`src/shared/timer16_pkg.sv`:
```
// Purpose: shared constants of the byte-wide 16-bit timer and its cpu end
// Assumes: byte addresses on a 4-bit address bus
// Notes: wide registers sit at even (low byte) / odd (high byte) pairs
package timer16_pkg;
	localparam logic [3:0] ADDR_CNT_LO = 4'h0;
	localparam logic [3:0] ADDR_CNT_HI = 4'h1;
	localparam logic [3:0] ADDR_CMPA_LO = 4'h2;
	localparam logic [3:0] ADDR_CMPB_LO = 4'h4;
	localparam logic [3:0] ADDR_CMPC_LO = 4'h6;
	localparam logic [3:0] ADDR_CAP_LO = 4'h8;
	localparam logic [3:0] ADDR_WIDE_END = 4'ha;
	localparam logic [3:0] ADDR_CTRL_A = 4'ha;
	localparam logic [3:0] ADDR_CTRL_B = 4'hb;
	localparam logic [3:0] ADDR_FLAGS = 4'hc;
	localparam logic [3:0] ADDR_MASK = 4'hd;
	localparam logic [2:0] IDX_CNT = 3'h0;
	localparam logic [2:0] IDX_CAP = 3'h4;
	localparam int CTRL_A_WGM_LSB = 0;
	localparam int CTRL_B_WGM_LSB = 3;
	localparam int CTRL_B_CS_LSB = 0;
	localparam int FLAG_OVF_BIT = 0;
	localparam logic [7:0] CTRL_RESET = 8'h00;
	localparam logic [15:0] WIDE_RESET = 16'h0000;
	localparam logic [15:0] TOP_FIX8 = 16'h00ff;
	localparam logic [15:0] TOP_FIX9 = 16'h01ff;
	localparam logic [15:0] TOP_FIX10 = 16'h03ff;
	localparam logic [15:0] COUNT_MAX = 16'hffff;
	localparam logic [2:0] CS_STOP = 3'h0;
	localparam logic [2:0] CS_DIV1 = 3'h1;
	localparam logic [2:0] CS_DIV8 = 3'h2;
	localparam logic [2:0] CS_DIV64 = 3'h3;
	localparam logic [2:0] CS_DIV256 = 3'h4;
	localparam logic [2:0] CS_DIV1024 = 3'h5;
	localparam logic [2:0] CS_EXT_FALL = 3'h6;
	localparam logic [2:0] CS_EXT_RISE = 3'h7;
	localparam int PRESC_W = 10;
endpackage

```
`src/shared/timer_bus_if.sv`:
```
// Purpose: 8-bit data bus between cpu end and timer end
// Assumes: one clock; read data valid the cycle after rd_en
// Notes: irq is a level, int_ack a one-cycle pulse
`timescale 1ns/100ps
interface timer_bus_if;
	logic [3:0] addr;
	logic wr_en;
	logic rd_en;
	logic [7:0] wdata;
	logic [7:0] rdata;
	logic irq;
	logic int_ack;
	modport dev (input addr, input wr_en, input rd_en, input wdata, input int_ack,
		output rdata, output irq);
	modport cpu (output addr, output wr_en, output rd_en, output wdata, output int_ack,
		input rdata, input irq);
endinterface

```
`src/verilog/timer16_device.sv`:
```
// Purpose: 16-bit timer/counter with byte-wide register access
// Assumes: cpu on an 8-bit bus, one access per cycle
// Notes: compare double buffering, waveform outputs and capture trigger left out
//
// What this block does
// - wide registers reached as two byte accesses
// - one shared high-byte holding register per timer
// - low byte write loads holding plus low
// - low byte read of counter or capture copies high into holding
// - compare reads bypass the holding register
// - cpu writes high first, reads low first
// - counter high address accesses holding register
// - main code blocks interrupts during wide access; the cpu end passes irq and int_ack in every sequencer state
// - holding register keeps value across low writes
// - three-bit clock select, zero halts counting
// - counter accessible whether or not clocked
// - cpu write beats clear or count
// - per tick clear, increment or decrement
// - four-bit waveform field across controls a, b
// - overflow flag set per mode, requests interrupt
// - bottom at zero, top at sequence maximum
// - counter seen as high and low bytes
// - top fixed value, compare a or capture
// - capture writable only when it is top
`timescale 1ns/100ps
module timer16_device (
	input wire logic clk,
	input wire logic nrst,
	timer_bus_if.dev bus,
	input wire logic ext_clk_pin,
	output logic at_top,
	output logic at_bottom,
	output logic count_down,
	output logic tick_seen
);
	logic [15:0] cnt_q;
	logic [15:0] cnt_d;
	logic dir_down_q;
	logic dir_down_d;
	logic [15:0] cmp_q [3];
	logic [15:0] cap_q;
	logic [7:0] temp_q;
	logic [7:0] ctrl_a_q;
	logic [7:0] ctrl_b_q;
	logic ovf_q;
	logic mask_q;
	logic [7:0] rdata_q;
	logic irq_q;
	logic top_q;
	logic bottom_q;
	logic tick_q;
	logic [timer16_pkg::PRESC_W-1:0] presc_q;
	logic [2:0] ext_sync_q;
	logic ext_level_q;
	logic ext_rise;
	logic ext_fall;
	logic tick;
	logic [3:0] wgm;
	logic [2:0] cs;
	logic [15:0] top_val;
	logic dual_slope;
	logic clear_on_top;
	logic ovf_evt;
	logic is_wide;
	logic is_lo;
	logic [2:0] widx;
	logic [15:0] wide_val;
	logic cap_is_top;
	logic cnt_wr;
	assign wgm = {ctrl_b_q[timer16_pkg::CTRL_B_WGM_LSB +: 2],
		ctrl_a_q[timer16_pkg::CTRL_A_WGM_LSB +: 2]};
	assign cs = ctrl_b_q[timer16_pkg::CTRL_B_CS_LSB +: 3];
	assign is_wide = bus.addr < timer16_pkg::ADDR_WIDE_END;
	assign is_lo = ~bus.addr[0];
	assign widx = bus.addr[3:1];
	assign cnt_wr = bus.wr_en && is_wide && is_lo && widx == timer16_pkg::IDX_CNT;
	////////////////////////////////////////////////////////////////////////////////
	// timer tick: prescaler and synchronised external pin
	always_ff @(posedge clk or negedge nrst) begin
		if (!nrst) begin
			presc_q <= '0;
		end else begin
			presc_q <= presc_q + 1'b1;
		end
	end
	always_ff @(posedge clk or negedge nrst) begin
		if (!nrst) begin
			ext_sync_q <= 3'h0;
			ext_level_q <= 1'b0;
		end else begin
			ext_sync_q <= {ext_sync_q[1:0], ext_clk_pin};
			if (ext_sync_q[1] == ext_sync_q[2]) begin
				ext_level_q <= ext_sync_q[2];
			end
		end
	end
	assign ext_rise = ext_sync_q[1] && ext_sync_q[2] && !ext_level_q;
	assign ext_fall = !ext_sync_q[1] && !ext_sync_q[2] && ext_level_q;
	always_comb begin
		case (cs)
			timer16_pkg::CS_STOP: tick = 1'b0;
			timer16_pkg::CS_DIV1: tick = 1'b1;
			timer16_pkg::CS_DIV8: tick = &presc_q[2:0];
			timer16_pkg::CS_DIV64: tick = &presc_q[5:0];
			timer16_pkg::CS_DIV256: tick = &presc_q[7:0];
			timer16_pkg::CS_DIV1024: tick = &presc_q[9:0];
			timer16_pkg::CS_EXT_FALL: tick = ext_fall;
			timer16_pkg::CS_EXT_RISE: tick = ext_rise;
			default: tick = 1'b0;
		endcase
	end
	////////////////////////////////////////////////////////////////////////////////
	// mode decode
	always_comb begin
		case (wgm)
			4'h1, 4'h5: top_val = timer16_pkg::TOP_FIX8;
			4'h2, 4'h6: top_val = timer16_pkg::TOP_FIX9;
			4'h3, 4'h7: top_val = timer16_pkg::TOP_FIX10;
			4'h4, 4'h9, 4'hb, 4'hf: top_val = cmp_q[0];
			4'h8, 4'ha, 4'hc, 4'he: top_val = cap_q;
			default: top_val = timer16_pkg::COUNT_MAX;
		endcase
	end
	assign dual_slope = wgm inside {4'h1, 4'h2, 4'h3, 4'h8, 4'h9, 4'ha, 4'hb};
	assign clear_on_top = wgm inside {4'h4, 4'h5, 4'h6, 4'h7, 4'hc, 4'he, 4'hf};
	assign cap_is_top = wgm inside {4'h8, 4'ha, 4'hc, 4'he};
	assign ovf_evt = tick && (dual_slope ? cnt_q == 16'h0000
		: wgm inside {4'h5, 4'h6, 4'h7, 4'he, 4'hf} ? cnt_q == top_val
		: cnt_q == timer16_pkg::COUNT_MAX);
	////////////////////////////////////////////////////////////////////////////////
	// counter core
	always_comb begin
		cnt_d = cnt_q;
		dir_down_d = dir_down_q;
		if (tick) begin
			if (dual_slope) begin
				if (!dir_down_q && cnt_q >= top_val) begin
					dir_down_d = 1'b1;
					cnt_d = cnt_q - 1'b1;
				end else if (dir_down_q && cnt_q == 16'h0000) begin
					dir_down_d = 1'b0;
					cnt_d = cnt_q + 1'b1;
				end else if (dir_down_q) begin
					cnt_d = cnt_q - 1'b1;
				end else begin
					cnt_d = cnt_q + 1'b1;
				end
			end else if (clear_on_top && cnt_q == top_val) begin
				cnt_d = 16'h0000;
			end else begin
				dir_down_d = 1'b0;
				cnt_d = cnt_q + 1'b1;
			end
		end
		if (cnt_wr) begin
			cnt_d = {temp_q, bus.wdata};
		end
	end
	always_ff @(posedge clk or negedge nrst) begin
		if (!nrst) begin
			cnt_q <= timer16_pkg::WIDE_RESET;
			dir_down_q <= 1'b0;
			top_q <= 1'b0;
			bottom_q <= 1'b1;
			tick_q <= 1'b0;
		end else begin
			cnt_q <= cnt_d;
			dir_down_q <= dir_down_d;
			top_q <= cnt_d == top_val;
			bottom_q <= cnt_d == 16'h0000;
			tick_q <= tick;
		end
	end
	////////////////////////////////////////////////////////////////////////////////
	// bus writes: holding, compare, capture, control
	always_ff @(posedge clk or negedge nrst) begin
		if (!nrst) begin
			temp_q <= 8'h00;
		end else if (bus.wr_en && is_wide && !is_lo) begin
			temp_q <= bus.wdata;
		end else if (bus.rd_en && is_wide && is_lo && (widx == timer16_pkg::IDX_CNT
			|| widx == timer16_pkg::IDX_CAP)) begin
			temp_q <= wide_val[15:8];
		end
	end
	always_ff @(posedge clk or negedge nrst) begin
		if (!nrst) begin
			cmp_q <= '{timer16_pkg::WIDE_RESET, timer16_pkg::WIDE_RESET, timer16_pkg::WIDE_RESET};
			cap_q <= timer16_pkg::WIDE_RESET;
		end else if (bus.wr_en && is_wide && is_lo) begin
			if (widx == timer16_pkg::IDX_CAP) begin
				if (cap_is_top) begin
					cap_q <= {temp_q, bus.wdata};
				end
			end else if (widx != timer16_pkg::IDX_CNT) begin
				cmp_q[widx[1:0] - 2'h1] <= {temp_q, bus.wdata};
			end
		end
	end
	always_ff @(posedge clk or negedge nrst) begin
		if (!nrst) begin
			ctrl_a_q <= timer16_pkg::CTRL_RESET;
			ctrl_b_q <= timer16_pkg::CTRL_RESET;
			mask_q <= 1'b0;
		end else if (bus.wr_en) begin
			if (bus.addr == timer16_pkg::ADDR_CTRL_A) begin
				ctrl_a_q <= bus.wdata;
			end
			if (bus.addr == timer16_pkg::ADDR_CTRL_B) begin
				ctrl_b_q <= bus.wdata;
			end
			if (bus.addr == timer16_pkg::ADDR_MASK) begin
				mask_q <= bus.wdata[timer16_pkg::FLAG_OVF_BIT];
			end
		end
	end
	////////////////////////////////////////////////////////////////////////////////
	// overflow flag and interrupt request
	always_ff @(posedge clk or negedge nrst) begin
		if (!nrst) begin
			ovf_q <= 1'b0;
		end else if (ovf_evt) begin
			ovf_q <= 1'b1;
		end else if (bus.int_ack || (bus.wr_en && bus.addr == timer16_pkg::ADDR_FLAGS
			&& bus.wdata[timer16_pkg::FLAG_OVF_BIT])) begin
			ovf_q <= 1'b0;
		end
	end
	always_ff @(posedge clk or negedge nrst) begin
		if (!nrst) begin
			irq_q <= 1'b0;
		end else begin
			irq_q <= (ovf_q || ovf_evt) && mask_q && !bus.int_ack;
		end
	end
	////////////////////////////////////////////////////////////////////////////////
	// bus reads
	assign wide_val = widx == timer16_pkg::IDX_CNT ? cnt_q
		: widx == timer16_pkg::IDX_CAP ? cap_q : cmp_q[widx[1:0] - 2'h1];
	always_ff @(posedge clk or negedge nrst) begin
		if (!nrst) begin
			rdata_q <= 8'h00;
		end else if (bus.rd_en) begin
			if (is_wide && is_lo) begin
				rdata_q <= wide_val[7:0];
			end else if (is_wide && (widx == timer16_pkg::IDX_CNT
				|| widx == timer16_pkg::IDX_CAP)) begin
				rdata_q <= temp_q;
			end else if (is_wide) begin
				rdata_q <= wide_val[15:8];
			end else if (bus.addr == timer16_pkg::ADDR_CTRL_A) begin
				rdata_q <= ctrl_a_q;
			end else if (bus.addr == timer16_pkg::ADDR_CTRL_B) begin
				rdata_q <= ctrl_b_q;
			end else if (bus.addr == timer16_pkg::ADDR_FLAGS) begin
				rdata_q <= {7'h00, ovf_q};
			end else if (bus.addr == timer16_pkg::ADDR_MASK) begin
				rdata_q <= {7'h00, mask_q};
			end else begin
				rdata_q <= 8'h00;
			end
		end
	end
	assign bus.rdata = rdata_q;
	assign bus.irq = irq_q;
	assign at_top = top_q;
	assign at_bottom = bottom_q;
	assign count_down = dir_down_q;
	assign tick_seen = tick_q;
endmodule
```
`src/flat_wrapper.sv`:
```
// flat-port wrapper written by rule: the top's interface ports become plain ports
module timer16_device_flat 
  (clk, nrst, ext_clk_pin, at_top, at_bottom, count_down, tick_seen, bus_addr, bus_wr_en, bus_rd_en, bus_wdata, bus_int_ack, bus_rdata, bus_irq);
  timer_bus_if bus_i ();
  input wire logic clk;
  input wire logic nrst;
  input wire logic ext_clk_pin;
  output logic at_top;
  output logic at_bottom;
  output logic count_down;
  output logic tick_seen;
  input wire logic [$bits(bus_i.addr)-1:0] bus_addr;
  input wire logic [$bits(bus_i.wr_en)-1:0] bus_wr_en;
  input wire logic [$bits(bus_i.rd_en)-1:0] bus_rd_en;
  input wire logic [$bits(bus_i.wdata)-1:0] bus_wdata;
  input wire logic [$bits(bus_i.int_ack)-1:0] bus_int_ack;
  output wire logic [$bits(bus_i.rdata)-1:0] bus_rdata;
  output wire logic [$bits(bus_i.irq)-1:0] bus_irq;
  assign bus_i.addr = bus_addr;
  assign bus_i.wr_en = bus_wr_en;
  assign bus_i.rd_en = bus_rd_en;
  assign bus_i.wdata = bus_wdata;
  assign bus_i.int_ack = bus_int_ack;
  assign bus_rdata = bus_i.rdata;
  assign bus_irq = bus_i.irq;
  timer16_device u_core (.clk(clk), .nrst(nrst), .bus(bus_i), .ext_clk_pin(ext_clk_pin), .at_top(at_top), .at_bottom(at_bottom), .count_down(count_down), .tick_seen(tick_seen));
endmodule
```
`config.mk`:
```
export PLATFORM = sky130hd
export DESIGN_NAME = timer16_device_flat
export DESIGN_NICKNAME = d
export VERILOG_FILES = /design/src/shared/timer16_pkg.sv /design/src/shared/timer_bus_if.sv /design/src/verilog/timer16_device.sv /design/src/flat_wrapper.sv
export SDC_FILE = /design/constraint.sdc
export NUM_CORES = 1
export LEC_CHECK = 0
export BUFFER_PORTS_ARGS = -buffer_cell sky130_fd_sc_hd__buf_2
export CORE_MARGIN = 3
export CORE_UTILIZATION = 40
export DETAILED_ROUTE_END_ITERATION = 10
export SYNTH_ARGS = -nofsm -noshare
export SYNTH_HDL_FRONTEND = slang
export SYNTH_SLANG_ARGS = --single-unit
```
`constraint.sdc`:
```
create_clock -name clk -period 10.6 [get_ports clk]
set_input_delay 1.06 -clock clk [delete_from_list [all_inputs] [get_ports clk]]
set_output_delay 1.06 -clock clk [all_outputs]
set_load 0.1 [all_outputs]
```
==> flow_summary.yaml, run 1 <==
sta:
  clock_skew_ns: 0.0153
  min_period_ns: 5.61
  timing.final.crit_share: 0.529
  fin_tns_setup_ns: 0
  hold_viol_final: 0
  rsz0062_at_grt: "false"
  setup_viol: 0
  worstMarginPinSlew_ns: 1.11
  hold_slack_ns: 0.352
  slew_violations: 0
  fmax_mhz: 178
  timing.slew.headroom: 0.261
logic_synthesis:
  synthesis.nets: 923
  ys_seq_elements: 133
  netlist_area_um2: 8530
  yosysWarnings: 0
  async_flop_share: 1.00
  syn_inst: 878
  synth_area_per_cell_um2: 9.72
  synthFlopType: "dfrtp_1"
  synth_cell_type_count: 88
  synth_edf_count: 0
  synth_seq_area_share: 0.390
pwr:
  p_per_area_nw_per_um2: 253
  p_leak_uw: 0.00406
  vdd_drop_max_mv: 0.162
clock_network:
  insertion_delay_ns: 0.43
  root_buffer: "clkbuf_16"
  clk_pin_slew_ns: 0.06
  cts_tree: "done"
  cts-resized-gates: 0
  post_cts.repair.setup_buffers: 0
  cts_sinks: 133
  cts_buffer_depth: 2
  hold_buffers: 0
  htreeDepth: 4
  cts_made_buffers: 17
layout:
  drive_above_1_share: 0.228
  n_antenna_cell: 0
  fin_cells: 1159
  layout_commonest_cell: "dfrtp_1"
  syn2layout_area_growth_pct: 11.8
  finalNetCount: 921
  nFillCells: 2010
  layout_common_cells: "dfrtp_1, mux2_2, nor2_1, nand2_1, a21oi_1"
  stdcell_area_um2: 9530
setup_path:
  critPathTopFamily: "simple AND/OR/NAND/NOR gates"
  cp_slowest_cell: "dfrtp_1"
  critPathKind: "flop to flop"
  cp-end-kind: "flop"
  cpPeakStageDelay_ns: 0.66
  cp.buffers_inverters: 0
  path_cells: "nor2b_1, nand2_1, o21ai_0, ha_1, and4_1, o211ai_1, or2_0, nand3_1, a211o_2, nand4b_1, nor4b_2, o211ai_1, or4_1, nor4_2"
  crit_path_frequent_cell: "o211ai_1"
  critPathLaunchType: "flop"
  cp_max_fo: 15
  required_ns: 10.93
  critical_path_arrival_ns: 5.93
global_route:
  grtUsageTotal: 0.227
  grt_pass1_vias: 6915
  grt_overflow: 0
  grt_max_degree: 71
  grt_pass1_wl_mm: 41.7
  antenna_found_initial: 0
route:
  vias: 7249
  routedWlPerCell_um: 22.7
  drc: 0
  drt_iter0_drc: 700
  drtAntennaViolNets: 0
  routed_wl_mm: 26.3
  vias_per_cell: 6.25
  drtPass1Iterations: 5
die:
  chipHeight_um: 152
  ios: 31
  dieArea_um2: 23100
  start_util: 0.415
  core_area_um2: 20600
  row_count: 52
  die_w_um: 152
flow_run:
  cap_violations: 0
placed_design:
  gp_congestion: 0.948
  dp.cells: 1127
  dpl_cell_area_um2: 8860
  io_buffers: 30
  dp_hpwl_mm: 19.0
worst_hold_path:
  min_path_type: "flop to flop"
outcome:
  status: "completed"
## cell families (layout without fill, tap and decap cells)
kind of cell,count (synthesis),count (layout),synth area share
compound gates,228,228,0.193
xor+xnor,25,25,0.0257
fa+ha+maj,27,27,0.0396
buf+inv,84,95,0.0387
flops,133,133,0.390
mux,124,124,0.160
simple gates,257,257,0.153
## synth_stat cells, types with 6 or more instances
cell | instances | area [um2]
nand4_1 | 6 | 37.5
clkbuf_1 | 41 | 154
a221oi_1 | 19 | 166
or3_1 | 8 | 50.1
buf_2 | 6 | 30.0
nand3_1 | 24 | 120
o22ai_1 | 15 | 93.8
mux2i_1 | 28 | 280
xnor2_1 | 14 | 123
or2_2 | 8 | 50.1
nor2b_1 | 6 | 37.5
dfrtp_1 | 132 | 3300
mux2_2 | 96 | 1080
a31oi_1 | 12 | 75.1
a21oi_1 | 47 | 235
and3_1 | 11 | 68.8
xor2_1 | 11 | 96.3
nor2_1 | 72 | 270
nand2_1 | 64 | 240
a221o_1 | 9 | 90.1
buf_1 | 11 | 41.3
o211ai_1 | 6 | 45.0
o21ai_0 | 31 | 155
nor3_1 | 14 | 70.1
a211oi_1 | 17 | 128
ha_1 | 27 | 338
inv_1 | 23 | 86.3
nand2b_1 | 8 | 50.1
## path summary, 6_finish.rpt
check                                     start              endpoint  slack, ns  depth (start not counted)
max in group asynchronous                  nrst      u_core.cmp_q[38]       8.58                          2
hold reg to reg            u_core.ext_sync_q[0]  u_core.ext_sync_q[1]       0.35                          0
hold / removal             u_core.ext_sync_q[0]  u_core.ext_sync_q[1]       0.35                          0
setup reg to reg             u_core.ctrl_b_q[3]         u_core.at_top       4.99                         14
setup / recovery             u_core.ctrl_b_q[3]         u_core.at_top       4.99                         14
min in group asynchronous                  nrst      u_core.cnt_q[10]       0.60                          1
## where the power goes
part	switching, uW	internal [uW]
Sequential	203	628
Combinational	548	361
Clock	241	436
## state kept, by name, summed over array words and instances (netlist names), 3 cells and up
name and flops:
u_core.cmp_q 48, u_core.cnt_q 16, u_core.ctrl_a_q 8, u_core.bus.rdata 8
u_core.ext_sync_q 3, u_core.temp_q 8, u_core.presc_q 10, u_core.cap_q 16
u_core.ctrl_b_q 8
## final cells by class
cell class / instances / area [um2] / share of cell area
multi-input cells: 661 / 4880 / 0.512
repair buffers: 39 / 224 / 0.0235
clock buffers: 20 / 457 / 0.0479
clock inverters: 12 / 214 / 0.0224
inverters: 24 / 90.1 / 0.00945
flip-flops and latches: 133 / 3330 / 0.349
well taps: 270 / 338 / 0.0354
## layer usage
layer  GRT usage  wire (um)  up-vias
li1            -          -     3299
met1       0.338      12200     3575
met2       0.338      11600      321
met3      0.0407       1820       54
met4      0.0689        680        0
met5           0          0        -
## stage by stage
| step | setup slack (ns) | utilization | total power, uW |
|---|---|---|---|
| 6_report | 4.99 | 0.464 | 2420 |
| 5_1_grt | 4.62 | 0.464 | 2550 |
| 4_1_cts | 5.15 | 0.464 | 2400 |
| 3_5_place_dp | 4.77 | 0.431 | 1720 |
| 3_3_place_gp | 4.80 | 0.431 | 1720 |
| 2_1_floorplan | 6.00 | - | 1450 |
No activity file was read; power rests on OpenSTA's default activity.
==> inputs of run 2 (changes only) <==
- ABC_AREA: not set -> 1
- clock period: 10.6 -> 5.5 ns (I/O delays scaled with it)
==> run 2 against run 1 <==
Compared with the run above:
- total power increased by 84%
- clock power rose by 63%
- register-to-register slack worse by 3.8 ns
- maximum frequency rose by 29%
- non-clock buffer count down 6
- via count increased by 8.0%
- global-route usage is 1.5 points higher
- sequential cell count unchanged
- largest cell class unchanged
- largest power group unchanged
- highest routed layer unchanged
==> flow_summary.yaml, run 2 <==
outcome:
  status: "completed"
sta:
  setup_viol: 0
  hold_viol_final: 0
  worstMarginPinSlew_ns: 1.14
  timing.final.crit_share: 0.790
  min_period_ns: 4.35
  fmax_mhz: 230
  slew_violations: 0
  clock_skew_ns: 0.0194
  rsz0062_at_grt: "false"
  fin_tns_setup_ns: 0
  hold_slack_ns: 0.161
  timing.slew.headroom: 0.240
logic_synthesis:
  async_flop_share: 1.00
  muxShareOfSynthArea: 0
  synth_area_per_cell_um2: 7.33
  yosys-top-cells-count: "nand2_1, inv_1, o21ai_0, dfrtp_1, nor2_1"
  synth_xor_xnor_area_share: 0.0239
  synth_cell_type_count: 53
  synth_top_area_frac: 0.391
  synthFlopType: "dfrtp_1"
  synthesis.nets: 1197
  ys_seq_elements: 133
  synth-compound-area-share: 0.172
  synth_top_family_by_area: "simple AND/OR/NAND/NOR gates"
  synth-simple-area-share: 0.275
  synth_edf_count: 0
  synthAdderAreaFrac: 0.0400
  yosysWarnings: 0
  syn_inst: 1152
  netlist_area_um2: 8440
  ys_top_cells_by_area: "dfrtp_1, nand2_1, o21ai_0, inv_1, ha_1"
  synth.most_common_cell: "nand2_1"
  synth_seq_area_share: 0.394
  yosysTopAreaCell: "dfrtp_1"
setup_path:
  cp_max_fo: 11
  cpPeakStageDelay_ns: 0.51
  path_cells: "inv_2, nor2_1, inv_1, nand2_1, nor2_2, a211oi_1, ha_1, nand2_1, nor2_1, nand2_1, nor2_1, nand2_1, inv_1, a21oi_2, nand3_1, nand2_1, nand2_2, nand2_1, nand2_1, nor2_1, nand2_1, nor2_1, nand2_1, nor2_1"
  required_ns: 5.86
  cp_slowest_cell: "nor2_1"
  cp-end-kind: "flop"
  critPathLaunchType: "flop"
  crit_path_frequent_cell: "nand2_1"
  critPathKind: "flop to flop"
  critical_path_arrival_ns: 4.70
placed_design:
  dp_hpwl_mm: 20.1
  dpl_cell_area_um2: 8740
  io_buffers: 30
  gp_congestion: 0.963
clock_network:
  clk_pin_slew_ns: 0.06
  cts_buffer_depth: 2
  root_buffer: "clkbuf_16"
  cts_tree: "done"
  htreeDepth: 4
  post_cts.repair.setup_buffers: 0
  insertion_delay_ns: 0.43
  cts_sinks: 133
  hold_buffers: 0
  cts_made_buffers: 17
  cts-resized-gates: 0
route:
  drtPass1Iterations: 5
  routedWlPerCell_um: 18.5
  drtAntennaViolNets: 0
  routed_wl_mm: 26.8
  drc: 0
  vias_per_cell: 5.42
  drt_iter0_drc: 883
  vias: 7826
layout:
  drive_above_1_share: 0.101
  syn2layout_area_growth_pct: 10.1
  finalNetCount: 1207
  reg_top3: "u_core.cmp_q (48), u_core.cap_q (16), u_core.cnt_q (16)"
  largest_reg_flops: 48
  stdcell_area_um2: 9300
  layout_commonest_cell: "nand2_1"
  regArea_um2: 3330
  nFillCells: 2092
  n_antenna_cell: 0
  regMostFlops: "u_core.cmp_q"
  multi_input_area_um2: 4310
  layout_common_cells: "nand2_1, inv_1, o21ai_0, dfrtp_1, nor2_1"
die:
  dieArea_um2: 22900
  die_w_um: 151
  core_area_um2: 20500
  row_count: 52
  chipHeight_um: 151
  ios: 31
  start_util: 0.412
global_route:
  grtUsageTotal: 0.242
  grt_overflow: 0
  gr-usage-met1: 0.358
  grtUsageMet3: 0.0344
  grt_max_degree: 84
  grt_pass1_wl_mm: 42.3
  busiest_layer: "met2"
  grt_pass1_vias: 7406
  antenna_found_initial: 0
  use_met2: 0.369
worst_hold_path:
  min_path_type: "input port to async pin"
pwr:
  vdd_drop_max_mv: 0.232
  p_leak_uw: 0.00457
  p_per_area_nw_per_um2: 477
flow_run:
  cap_violations: 0
[run 2: worst max-delay path, delay by kind of cell, from the launching register on]
kind	cells	cell delay, ns
AND/OR/NAND/NOR	18	2.11
flip-flops	1	0.47
buffers and inverters	3	0.52
adder cells (fa/ha/maj)	1	0.35
AO/OA/AOI/OAI	2	0.83
[run 2: cells by family after synthesis]
family                   count (synthesis)
AND/OR/NAND/NOR                        531
XOR/XNOR                                23
flip-flops                             133
adder cells (fa/ha/maj)                 27
buffers and inverters                  196
AO/OA/AOI/OAI                          242
[run 2: path summary, 6_finish.rpt]
kind | from | to | slack, ns | depth (start not counted)
hold / removal | nrst | u_core.cmp_q[32] | 0.16 | 1
min in group clk | ext_clk_pin | u_core.ext_sync_q[0] | 0.23 | 1
setup reg to reg | u_core.ctrl_b_q[4] | u_core.at_top | 1.15 | 24
setup / recovery | u_core.ctrl_b_q[4] | u_core.at_top | 1.15 | 24
hold reg to reg | u_core.ext_sync_q[0] | u_core.ext_sync_q[1] | 0.35 | 0
max in group asynchronous | nrst | u_core.cnt_q[8] | 4.16 | 2
[run 2: per-stage QoR]
step	power, uW	utilization	cells	setup WS, ns
global route	4760	0.454	1444	0.648
finish	4440	0.454	1444	1.15
floorplan	2770	-	1152	2.44
CTS	4410	0.454	1444	1.18
detailed placement	3300	0.427	1413	1.18
global placement	3300	0.427	1413	1.28
[run 2: final cells by class]
type	count	share of cell area
Multi-Input combinational cell	823	0.464
Sequential cell	133	0.358
Inverter	154	0.0629
Clock buffer	19	0.0466
Tap cell	270	0.0363
Timing Repair Buffer	33	0.0192
Clock inverter	12	0.0129
[run 2: power by group]
group | switching [uW] | internal [uW] | leakage, uW
Sequential | 289 | 1190 | 0.00170
Combinational | 1300 | 559 | 0.00261
Clock | 472 | 628 | 0.000259
Total | 2060 | 2380 | 0.00457
[run 2: layer usage]
| metal | routed length [um] | share of wire |
|---|---|---|
| met1 | 12500 | 0.47 |
| met2 | 12000 | 0.45 |
| met3 | 1730 | 0.065 |
| met4 | 527 | 0.020 |
| met5 | 0 | 0 |
